File: src/design/aal1_regs.vh
`ifndef AAL1_REGS_VH
`define AAL1_REGS_VH
// ----------------------------------------
// Register offsets (byte addresses)
// ----------------------------------------
`define CTRL_OFS 8'h00
`define STAT_OFS 8'h04
`define CNT_OFS 8'h08
`define SIG_BASE 8'h40
`define SIG_LAST 8'hb4
`define SIG_NUM 30
// ----------------------------------------
// Control fields and reset value
// ----------------------------------------
`define CTRL_RST 8'h00
`define C_EN 0
`define C_FAST 1
`define C_ADAPT 2
`define C_DS1 3
`define C_ALARM 4
`define C_SIGSUB 5
`define C_GRP 7:6
// ----------------------------------------
// Cell, pointer and stamp figures
// ----------------------------------------
`define PAYLOAD_OCT 9'h02f
`define PTR_SPAN 7'h5d
`define PTR_DUMMY 7'h7f
`define LAST_SC 3'h7
`define RTS_N 12'hbc0
`define NET_X 6
`define E1_LAST 5'h0f
`define DS1_LAST 5'h18
// ----------------------------------------
// Timing: line rate over system clock
// ----------------------------------------
`define DATA_KHZ 64'd2048
`define CLK_KHZ 64'd250000
`define DCO_NOM64 ((`DATA_KHZ << 32) / `CLK_KHZ)
`define FILL_MID 9'h080
`endif

File: src/design/seq_check.v
`timescale 1ns/1ps
`default_nettype none
`include "aal1_regs.vh"
module seq_check (
  input wire hclk,
  input wire hresetn,
  input wire enable,
  input wire fast,
  input wire cell_valid,
  input wire [2:0] cell_sn,
  output reg accept,
  output reg discard,
  output reg dummy_valid,
  output reg [2:0] dummy_num,
  output reg [2:0] state
);
  localparam ST_START = 3'h0;
  localparam ST_HUNT = 3'h1;
  localparam ST_SYNC = 3'h2;
  localparam ST_INVALID = 3'h3;
  localparam ST_OFF = 3'h4;
  reg [2:0] held_reg;
  reg [2:0] good_reg;
  reg [2:0] state_next;
  reg [2:0] held_next;
  reg [2:0] good_next;
  reg acc_next;
  reg disc_next;
  reg dum_next;
  reg [2:0] num_next;
  // ----------------------------------------
  // Decision on each arriving cell
  // ----------------------------------------
  always @* begin
    state_next = state;
    held_next = held_reg;
    good_next = good_reg;
    acc_next = 1'b0;
    disc_next = 1'b0;
    dum_next = 1'b0;
    num_next = 3'h0;
    if (!enable) begin
      state_next = ST_OFF;
    end else if (state == ST_OFF) begin
      state_next = ST_START;
    end else if (cell_valid) begin
      held_next = cell_sn;
      case (state)
        ST_START: begin
          state_next = ST_HUNT;
        end
        ST_HUNT: begin
          if (cell_sn == held_reg + 3'h1) begin
            acc_next = 1'b1;
            good_next = fast ? cell_sn : held_reg;
            state_next = ST_SYNC;
          end else begin
            disc_next = 1'b1;
          end
        end
        ST_SYNC: begin
          acc_next = 1'b1;
          if (fast) begin
            good_next = cell_sn;
            if (cell_sn != good_reg + 3'h1) begin
              good_next = good_reg;
              state_next = ST_INVALID;
            end
          end else begin
            good_next = held_reg;
            if (cell_sn != held_reg + 3'h1) begin
              state_next = ST_INVALID;
            end
          end
        end
        ST_INVALID: begin
          if (cell_sn == good_reg + 3'h1) begin
            disc_next = 1'b1;
            good_next = fast ? cell_sn : good_reg;
            state_next = ST_SYNC;
          end else if (cell_sn == held_reg + 3'h1) begin
            acc_next = 1'b1;
            dum_next = 1'b1;
            num_next = held_reg - good_reg - 3'h1;
            good_next = fast ? cell_sn : held_reg;
            state_next = ST_SYNC;
          end else begin
            disc_next = 1'b1;
            state_next = ST_HUNT;
          end
        end
        default: begin
          state_next = ST_START;
        end
      endcase
    end
  end

  always @(posedge hclk or negedge hresetn) begin
    if (!hresetn) begin
      state <= ST_OFF;
      held_reg <= 3'h0;
      good_reg <= 3'h0;
      accept <= 1'b0;
      discard <= 1'b0;
      dummy_valid <= 1'b0;
      dummy_num <= 3'h0;
    end else begin
      state <= state_next;
      held_reg <= held_next;
      good_reg <= good_next;
      accept <= acc_next;
      discard <= disc_next;
      dummy_valid <= dum_next;
      dummy_num <= num_next;
    end
  end
endmodule
`default_nettype wire

File: src/design/rts_gen.v
`timescale 1ns/1ps
`default_nettype none
`include "aal1_regs.vh"
module rts_gen (
  input wire hclk,
  input wire hresetn,
  input wire data_tick,
  input wire net_tick,
  output reg [3:0] rts_value
);
  reg [`NET_X-1:0] pre_reg;
  reg [11:0] data_cnt_reg;
  reg [3:0] measured_network_count;
  wire fnx = net_tick && (pre_reg == {`NET_X{1'b1}});
  wire [3:0] meas_now = measured_network_count + {3'h0, fnx};
  // ----------------------------------------
  // Residual of derived network count
  // ----------------------------------------
  always @(posedge hclk or negedge hresetn) begin
    if (!hresetn) begin
      pre_reg <= {`NET_X{1'b0}};
      data_cnt_reg <= 12'h000;
      measured_network_count <= 4'h0;
      rts_value <= 4'h0;
    end else begin
      if (net_tick) begin
        pre_reg <= pre_reg + 1'b1;
      end
      measured_network_count <= meas_now;
      if (data_tick) begin
        if (data_cnt_reg == `RTS_N - 12'h001) begin
          data_cnt_reg <= 12'h000;
          rts_value <= meas_now;
        end else begin
          data_cnt_reg <= data_cnt_reg + 12'h001;
        end
      end
    end
  end
endmodule
`default_nettype wire

File: src/design/aal1_top.v
// Overview of operation
// - Hold each received cell until its successor's sequence number is compared.
// - Robust mode: accept or discard applies to the held cell.
// - Sequence checker is a five-state machine; each cell in HUNT, SYNC or INVALID yields an action.
// - Counts wrap modulo eight; detect up to six lost, one misinserted.
// - Each lost cell becomes one dummy cell of 47 octets.
// - Robust mode deletes a misinserted cell before reassembly.
// - Fast mode acts on current cell; after misinsertion next good cell dropped.
// - Each cell carries 47 octets of user payload.
// - Pointer is binary octet offset to block start within 93-octet span.
// - Exactly one pointer per eight-cell cycle, counts 0 to 7.
// - Pointer at first block start opportunity, else 127 at last opportunity.
// - Four stamp bits spread one per odd cell over eight cells.
// - Count derived network clock, 19440x8 kHz over 64, across 3008 data cycles.
// - Send only four-bit deviation of the measured count.
// - Received minus local stamp steers an oscillator as a loop.
// - Adaptive mode adjusts transmit rate from receive buffer fill.
// - Each multiframe gives a payload part, optionally a signalling part.
// - E1 multiframe of sixteen frames; 0000 alignment in slot 16 frame 0.
// - E1 frames 1-15 carry channel n and n+15 signalling in slot 16.
// - Frame 0 spare bits set to 1; alarm bit 1 only in alarm.
// - DS1 frames 6,12,18,24 carry signalling in bit 8 of every slot.
// - DS1 groupings: four, two or one signalling channel.
`timescale 1ns/1ps
`default_nettype none
`include "aal1_regs.vh"
module aal1_top (
  input wire hclk,
  input wire hresetn,
  input wire hsel,
  input wire [31:0] haddr,
  input wire [1:0] htrans,
  input wire hwrite,
  input wire [2:0] hsize,
  input wire [31:0] hwdata,
  input wire hready,
  output reg [31:0] hrdata,
  output reg hreadyout,
  output reg hresp,
  input wire rx_cell_valid,
  input wire [2:0] rx_cell_sn,
  input wire rx_cell_csi,
  output wire rx_accept,
  output wire rx_discard,
  output reg rx_dummy_octet,
  input wire tx_cell_req,
  input wire blk_start_valid,
  input wire [6:0] blk_start_off,
  output reg tx_cell_valid,
  output reg [2:0] tx_sc,
  output reg tx_csi,
  output reg ptr_valid,
  output reg [6:0] ptr_value,
  input wire data_tick,
  input wire net_tick,
  input wire [7:0] fill_level,
  output reg tx_clk_tick,
  input wire frame_tick,
  input wire [4:0] ds1_chan,
  output reg [7:0] ts16_byte,
  output reg robbed_frame,
  output reg robbed_bit,
  output reg signalling_multiframe_start,
  output reg sig_sub_valid
);
  // ----------------------------------------
  // Functions
  // ----------------------------------------
  function sig_hit;
    input [7:0] a;
    begin
      sig_hit = (a >= `SIG_BASE) && (a <= `SIG_LAST) && (a[1:0] == 2'h0);
    end
  endfunction

  function [4:0] sig_idx;
    input [7:0] a;
    reg [7:0] d;
    begin
      d = a - `SIG_BASE;
      sig_idx = d[6:2];
    end
  endfunction

  function sig_pick;
    input [3:0] nib;
    input [1:0] q;
    input [1:0] grp;
    begin
      case (grp)
        2'h0: sig_pick = nib[3 - q];
        2'h1: sig_pick = q[0] ? nib[2] : nib[3];
        default: sig_pick = nib[3];
      endcase
    end
  endfunction

  function is_robbed;
    input [4:0] f;
    begin
      is_robbed = (f == 5'h06) || (f == 5'h0c) || (f == 5'h12) || (f == 5'h18);
    end
  endfunction

  // ----------------------------------------
  // AHB-Lite slave
  // ----------------------------------------
  reg [7:0] ctrl_reg;
  reg [3:0] sig_mem [0:`SIG_NUM-1];
  reg wr_pend_reg;
  reg [7:0] wr_addr_reg;
  reg [15:0] dummy_cnt_reg;
  reg [15:0] disc_cnt_reg;
  reg [31:0] rd_mux;
  reg [3:0] rx_rts_reg;
  reg [3:0] tx_rts_reg;
  wire [3:0] tx_rts;
  wire [3:0] loc_rts;
  wire [2:0] seq_state;
  wire ahb_go = hsel && htrans[1] && hready;
  integer i;

  always @* begin
    rd_mux = 32'h0000_0000;
    if (haddr[7:0] == `CTRL_OFS) begin
      rd_mux = {24'h00_0000, ctrl_reg};
    end else if (haddr[7:0] == `STAT_OFS) begin
      rd_mux = {13'h0000, seq_state, 4'h0, loc_rts, rx_rts_reg, tx_rts_reg};
    end else if (haddr[7:0] == `CNT_OFS) begin
      rd_mux = {disc_cnt_reg, dummy_cnt_reg};
    end else if (sig_hit(haddr[7:0])) begin
      rd_mux = {28'h000_0000, sig_mem[sig_idx(haddr[7:0])]};
    end
  end

  always @(posedge hclk or negedge hresetn) begin
    if (!hresetn) begin
      wr_pend_reg <= 1'b0;
      wr_addr_reg <= 8'h00;
      hrdata <= 32'h0000_0000;
      hreadyout <= 1'b0;
      hresp <= 1'b0;
      ctrl_reg <= `CTRL_RST;
      for (i = 0; i < `SIG_NUM; i = i + 1) begin
        sig_mem[i] <= 4'h0;
      end
    end else begin
      hreadyout <= 1'b1;
      hresp <= 1'b0;
      wr_pend_reg <= ahb_go && hwrite;
      if (ahb_go) begin
        wr_addr_reg <= haddr[7:0];
        hrdata <= hwrite ? 32'h0000_0000 : rd_mux;
      end
      if (wr_pend_reg) begin
        if (wr_addr_reg == `CTRL_OFS) begin
          ctrl_reg <= hwdata[7:0];
        end
        for (i = 0; i < `SIG_NUM; i = i + 1) begin
          if (sig_hit(wr_addr_reg) && sig_idx(wr_addr_reg) == i) begin
            sig_mem[i] <= hwdata[3:0];
          end
        end
      end
    end
  end

  // ----------------------------------------
  // Receive sequence check and dummies
  // ----------------------------------------
  wire dummy_valid;
  wire [2:0] dummy_num;
  reg [8:0] dummy_left_reg;
  reg [2:0] rx_sh_reg;
  wire [8:0] dummy_add = {6'h00, dummy_num} * `PAYLOAD_OCT;

  seq_check u_seq (
    .hclk(hclk),
    .hresetn(hresetn),
    .enable(ctrl_reg[`C_EN]),
    .fast(ctrl_reg[`C_FAST]),
    .cell_valid(rx_cell_valid),
    .cell_sn(rx_cell_sn),
    .accept(rx_accept),
    .discard(rx_discard),
    .dummy_valid(dummy_valid),
    .dummy_num(dummy_num),
    .state(seq_state)
  );

  always @(posedge hclk or negedge hresetn) begin
    if (!hresetn) begin
      dummy_left_reg <= 9'h000;
      rx_dummy_octet <= 1'b0;
      dummy_cnt_reg <= 16'h0000;
      disc_cnt_reg <= 16'h0000;
      rx_sh_reg <= 3'h0;
      rx_rts_reg <= 4'h0;
    end else begin
      rx_dummy_octet <= (dummy_left_reg != 9'h000);
      dummy_left_reg <= dummy_left_reg - {8'h00, dummy_left_reg != 9'h000}
                        + (dummy_valid ? dummy_add : 9'h000);
      if (dummy_valid) begin
        dummy_cnt_reg <= dummy_cnt_reg + {13'h0000, dummy_num};
      end
      if (rx_discard) begin
        disc_cnt_reg <= disc_cnt_reg + 16'h0001;
      end
      if (rx_cell_valid && rx_cell_sn[0]) begin
        rx_sh_reg <= {rx_sh_reg[1:0], rx_cell_csi};
        if (rx_cell_sn == `LAST_SC) begin
          rx_rts_reg <= {rx_sh_reg, rx_cell_csi};
        end
      end
    end
  end

  // ----------------------------------------
  // Transmit pointer and stamp bits
  // ----------------------------------------
  reg [2:0] sc_reg;
  reg ptr_done_reg;
  wire blk_ok = blk_start_valid && (blk_start_off < `PTR_SPAN);
  wire use_ptr = !ptr_done_reg && (blk_ok || sc_reg == `LAST_SC);
  wire [3:0] rts_now = (sc_reg == 3'h0) ? tx_rts : tx_rts_reg;

  rts_gen u_tx_rts (
    .hclk(hclk),
    .hresetn(hresetn),
    .data_tick(data_tick),
    .net_tick(net_tick),
    .rts_value(tx_rts)
  );

  always @(posedge hclk or negedge hresetn) begin
    if (!hresetn) begin
      sc_reg <= 3'h0;
      ptr_done_reg <= 1'b0;
      tx_cell_valid <= 1'b0;
      tx_sc <= 3'h0;
      tx_csi <= 1'b0;
      ptr_valid <= 1'b0;
      ptr_value <= 7'h00;
      tx_rts_reg <= 4'h0;
    end else begin
      tx_cell_valid <= tx_cell_req;
      if (tx_cell_req) begin
        tx_sc <= sc_reg;
        sc_reg <= sc_reg + 3'h1;
        tx_rts_reg <= rts_now;
        ptr_valid <= use_ptr;
        ptr_value <= blk_ok ? blk_start_off : `PTR_DUMMY;
        if (sc_reg[0]) begin
          tx_csi <= rts_now[3 - sc_reg[2:1]];
        end else begin
          tx_csi <= use_ptr;
        end
        ptr_done_reg <= (sc_reg != `LAST_SC) && (ptr_done_reg || use_ptr);
      end
    end
  end

  // ----------------------------------------
  // Clock recovery oscillator
  // ----------------------------------------
  reg [31:0] dco_acc_reg;
  wire [63:0] dco_nom_full = `DCO_NOM64;
  wire [31:0] dco_nom_w = dco_nom_full[31:0];
  wire [3:0] rts_err = rx_rts_reg - loc_rts;
  wire [8:0] fill_err = {1'b0, fill_level} - `FILL_MID;
  wire [31:0] adj_rts = {{20{rts_err[3]}}, rts_err, 8'h00};
  wire [31:0] adj_fill = {{16{fill_err[8]}}, fill_err, 7'h00};
  wire [31:0] dco_step = ctrl_reg[`C_ADAPT] ? dco_nom_w + adj_fill : dco_nom_w - adj_rts;
  wire [32:0] dco_sum = {1'b0, dco_acc_reg} + {1'b0, dco_step};

  rts_gen internal_clock_recovery (
    .hclk(hclk),
    .hresetn(hresetn),
    .data_tick(tx_clk_tick),
    .net_tick(net_tick),
    .rts_value(loc_rts)
  );

  always @(posedge hclk or negedge hresetn) begin
    if (!hresetn) begin
      dco_acc_reg <= 32'h0000_0000;
      tx_clk_tick <= 1'b0;
    end else if (ctrl_reg[`C_EN]) begin
      dco_acc_reg <= dco_sum[31:0];
      tx_clk_tick <= dco_sum[32];
    end else begin
      tx_clk_tick <= 1'b0;
    end
  end

  // ----------------------------------------
  // Channel associated signalling
  // ----------------------------------------
  reg [4:0] frame_reg;
  wire ds1 = ctrl_reg[`C_DS1];
  wire [4:0] last_frame = ds1 ? `DS1_LAST : `E1_LAST;
  wire [4:0] first_frame = ds1 ? 5'h01 : 5'h00;
  wire [4:0] frame_nx = (frame_reg == last_frame) ? first_frame : frame_reg + 5'h01;
  wire [4:0] ch_lo = frame_nx - 5'h01;
  wire [4:0] ch_hi = frame_nx + 5'h0e;
  wire [1:0] quarter = (frame_reg == 5'h06) ? 2'h0 :
                       (frame_reg == 5'h0c) ? 2'h1 :
                       (frame_reg == 5'h12) ? 2'h2 : 2'h3;
  wire rob_now = ds1 && is_robbed(frame_reg);

  always @(posedge hclk or negedge hresetn) begin
    if (!hresetn) begin
      frame_reg <= 5'h00;
      ts16_byte <= 8'h00;
      robbed_frame <= 1'b0;
      robbed_bit <= 1'b0;
      signalling_multiframe_start <= 1'b0;
      sig_sub_valid <= 1'b0;
    end else begin
      signalling_multiframe_start <= 1'b0;
      sig_sub_valid <= 1'b0;
      robbed_bit <= rob_now && (ds1_chan < 5'h1e) &&
                    sig_pick(sig_mem[ds1_chan], quarter, ctrl_reg[`C_GRP]);
      if (frame_tick) begin
        frame_reg <= frame_nx;
        robbed_frame <= ds1 && is_robbed(frame_nx);
        if (frame_nx == first_frame) begin
          signalling_multiframe_start <= 1'b1;
          sig_sub_valid <= ctrl_reg[`C_SIGSUB];
        end
        if (frame_nx == 5'h00) begin
          ts16_byte <= {4'h0, 1'b1, ctrl_reg[`C_ALARM], 2'h3};
        end else if (!ds1 && frame_nx <= `E1_LAST) begin
          ts16_byte <= {sig_mem[ch_lo], sig_mem[ch_hi]};
        end else begin
          ts16_byte <= 8'hff;
        end
      end
    end
  end
endmodule
`default_nettype wire

File: config.mk
export PLATFORM = sky130hd
export DESIGN_NAME = aal1_top
export DESIGN_NICKNAME = d
export VERILOG_FILES = /design/src/design/seq_check.v /design/src/design/rts_gen.v /design/src/design/aal1_top.v
export VERILOG_INCLUDE_DIRS = /design/src /design/src/design
export SDC_FILE = /design/constraint.sdc
export NUM_CORES = 1
export LEC_CHECK = 0
export BUFFER_PORTS_ARGS = -buffer_cell sky130_fd_sc_hd__buf_2
export CAP_MARGIN = 20
export CORE_ASPECT_RATIO = 0.5
export CORE_MARGIN = 8
export CORE_UTILIZATION = 35
export DETAILED_ROUTE_END_ITERATION = 16
export GPL_TIMING_DRIVEN = 0
export PLACE_DENSITY = 0.53
export SETUP_SLACK_MARGIN = 0.15
export SYNTH_ARGS = -nofsm -noshare
export SYNTH_HDL_FRONTEND = slang
export SYNTH_SLANG_ARGS = --single-unit
File: constraint.sdc
create_clock -name hclk -period 4.2 [get_ports hclk]
set_clock_uncertainty 0.15 [all_clocks]
set_input_delay 0.21 -clock hclk [delete_from_list [all_inputs] [get_ports hclk]]
set_output_delay 0.21 -clock hclk [all_outputs]
set_load 0.01 [all_outputs]
==> results.json <==
{
  "path_max_fanout": 10,
  "hp-class": "in2reg",
  "grt_pass1_wl_mm": 94.54,
  "grt_max_degree": 115,
  "drv_slew": 0,
  "synth_xor_area_frac": 0.05488,
  "synthMuxAreaShare": 0.2504,
  "die_height_um": 188.9,
  "drtIter0Drc": 1280,
  "htreeDepth": 2,
  "critPathKind": "reg2reg",
  "drc": 0,
  "avgSynthCellArea_um2": 11.66,
  "core_um2": 59200,
  "grt_use_total": 0.1744,
  "largest_register_ffs": 120,
  "drive_gt1_frac": 0.2656,
  "p_per_area_nw_per_um2": 551.0,
  "r2r-end": "ts16_byte[7]$_DFFE_PN0P_",
  "ff_latch_area_um2": 8886,
  "maxCapViolations": 0,
  "synth_cell_types": 84,
  "cts.reportedPaths.clkPinSlew_ps": 70,
  "start_kind": "register",
  "antenna_cells": 0,
  "critPathRequiredTime_ps": 4490,
  "synth_top_area_share": 0.4233,
  "rr_startpoint": "frame_reg[0]$_DFFE_PN0P_",
  "ant_nets": 0,
  "grt_overflow_total": 0,
  "final.min_clock_period_ps": 3876,
  "hold_start": "frame_tick",
  "async_reset_ff_frac": 1.000,
  "gp_congestion": 0.9249,
  "rows": 63,
  "cp.arrival_ps": 4170,
  "synth_fp_nets": 1972,
  "synth_common_cells": "dfrtp_1, mux2_2, nand2_1",
  "max_freq_ghz": 0.2580,
  "clock-sinks": 355,
  "synth_seq_cells": 355,
  "synth-compound-area-share": 0.08041,
  "synthSimpleGateAreaFrac": 0.1079,
  "io_pins": 167,
  "synth-edff-count": 0,
  "avgViaCountPerCell": 5.438,
  "holdPathEnd": "frame_reg[4]$_DFFE_PN0P_",
  "synth-adder-area-share": 0.04616,
  "synth_area_leaders": "dfrtp_1, mux4_2, mux2_2",
  "rsz0062_at_grt": "false",
  "rrSetupSlack_ps": 320,
  "clockRootBuffer": "clkbuf_16",
  "antenna_found_initial": 2,
  "drt_pre_antenna_iters": 5,
  "r2r_cells": 11,
  "fillerInstances": 5684,
  "cp_cell_sequence": "buf_6 > buf_6 > inv_4 > ha_1 > nor2_2 > clkbuf_1 > mux4_2 > mux2i_1 > o211ai_1 > a21oi_1 > nor2_1",
  "clockBufferDepth": 3,
  "setup_violations": 0,
  "hold_viol_final": 0,
  "synth_top_cell_by_area": "dfrtp_1",
  "multi_input_area_um2": 11360,
  "vias": 15285,
  "synth_most_common_cell": "dfrtp_1",
  "synth_top_family_by_area": "multiplexers",
  "cpMaxStageDelayCell": "clkbuf_1",
  "place_area_um2": 22560,
  "wire_per_inst_um": 21.35,
  "hold_ws_ps": 31.25,
  "slowest_delay_ps": 730,
  "cts_buffers": 37,
  "syn_to_final_growth_pct": 15.70,
  "crit_start": "frame_reg[0]$_DFFE_PN0P_",
  "p_total_mw": 13.34,
  "synth_flop_cell": "dfrtp_1",
  "hpwl_mm": 44.90,
  "status": "finished, final reports clean",
  "leakagePower_nw": 10.58,
  "yosysWarnings": 0,
  "initial_core_util": 0.3535,
  "layout.nets": 2151,
  "grt_pass1_vias": 15567,
  "cts_tree": "done",
  "cp.buffers_inverters": 4,
  "synthCells": 1795,
  "ys_seq_area_frac": 0.4245,
  "io_buffer_count": 105,
  "worstMarginPinSlew_ps": 1101,
  "cp_top_family": "buffers and inverters",
  "vdd_ir_drop_max_mv": 0.3188,
  "finalCritPeriodShare": 0.9229,
  "relSlewSlack": 0.2606,
  "wirelength_mm": 60.03,
  "syn_area_um2": 20930,
  "dieArea_um2": 68350,
  "worstSetupEndpointType": "register",
  "clock_latency_ps": 550,
  "crit_top_cell": "buf_6",
  "die-width_um": 361.8,
  "holdPathStages": 2,
  "fin_area_um2": 24210
}
## power by group
group          internal, mW  switching (mW)  leakage (nW)  total, mW
clock                  2.01            1.43         0.601       3.44
combinational          2.47            3.07          5.41       5.54
sequential             3.90           0.460          4.56       4.36
total                  8.38            4.96          10.6       13.3
## cell families after synthesis
kind of cell | Yosys count
other cells | 2
xor+xnor | 129
fa+ha+maj | 73
buf+inv | 174
mux | 351
compound gates | 251
simple gates | 460
flops | 355
## stage by stage
step                      utilization  setup TNS (ps)  setup WS (ps)  cells
final                          0.4090               0          324.0   2811
after detailed placement       0.3811           -5810          -1135   2715
after global placement         0.3796        -1593980          -4568   2712
after CTS                      0.4082               0          190.3   2809
after floorplan                     -               0          488.2   1795
after global routing           0.4090               0          107.2   2811
## layer usage
layer  GRT usage  vias up  part of all wire
met5           0        -                 0
met4     0.04282        0             0.024
met3     0.03123       98             0.061
met2      0.2807      492              0.46
met1      0.2437     7785              0.45
li1            -     6910                 -
## what timing repair did
| item | 4_1_cts | 5_1_grt |
|---|---|---|
| endpoints found under the setup margin | 8 | 16 |
| pin swaps | 0 | 2 |
| setup buffers | 1 | 2 |
| hold buffers | 29 | 0 |
| resized for setup | 14 | 8 |
| hold endpoints to repair | 280 | 0 |
## worst max path at each step
stage	slack, ps	to	cells past startpoint
finish	320	ts16_byte[7]$_DFFE_PN0P_	11
global route	110	dco_acc_reg[30]$_DFFE_PN0P_	16
CTS	190	ts16_byte[5]$_DFFE_PN0P_	15
detailed placement	-1140	ts16_byte[4]$_DFFE_PN0P_	15
global placement	-4570	hrdata[24]$_DFFE_PN0P_	1
floorplan	490	ts16_byte[7]$_DFFE_PN0P_	14
## placed cells by master, fill, tap and decap left out, types with 6 or more instances in the layout
cell type / n
xor2_1: 56
nor3b_1: 8
xnor2_1: 71
buf_1: 6
nor3_1: 28
nand2b_1: 15
dfrtp_1: 353
clkbuf_8: 6
o22ai_1: 17
dlygate4sd3_1: 28
a21oi_1: 69
mux4_2: 119
nand2_1: 153
ha_1: 65
o21ai_0: 45
a22oi_1: 6
mux2_2: 179
a21o_1: 17
clkbuf_1: 68
a31oi_1: 8
mux2i_1: 41
buf_4: 12
a22o_1: 18
or3_1: 7
buf_2: 121
and3_1: 9
mux2_1: 12
nand4_1: 27
a211oi_1: 9
nor2_1: 116
nand3_1: 34
inv_1: 74
o221ai_1: 8
buf_6: 6
fa_1: 7
nor2b_1: 26
clkbuf_16: 38
## final cells by class
type | count | area share
Clock buffer | 53 | 0.04366
Timing Repair Buffer | 140 | 0.03886
Multi-Input combinational cell | 1266 | 0.4690
Tap cell | 812 | 0.04196
Sequential cell | 355 | 0.3670
Clock inverter | 11 | 0.007699
Inverter | 77 | 0.01220
Buffer | 97 | 0.01958
Power figures use the tool's default switching activity.
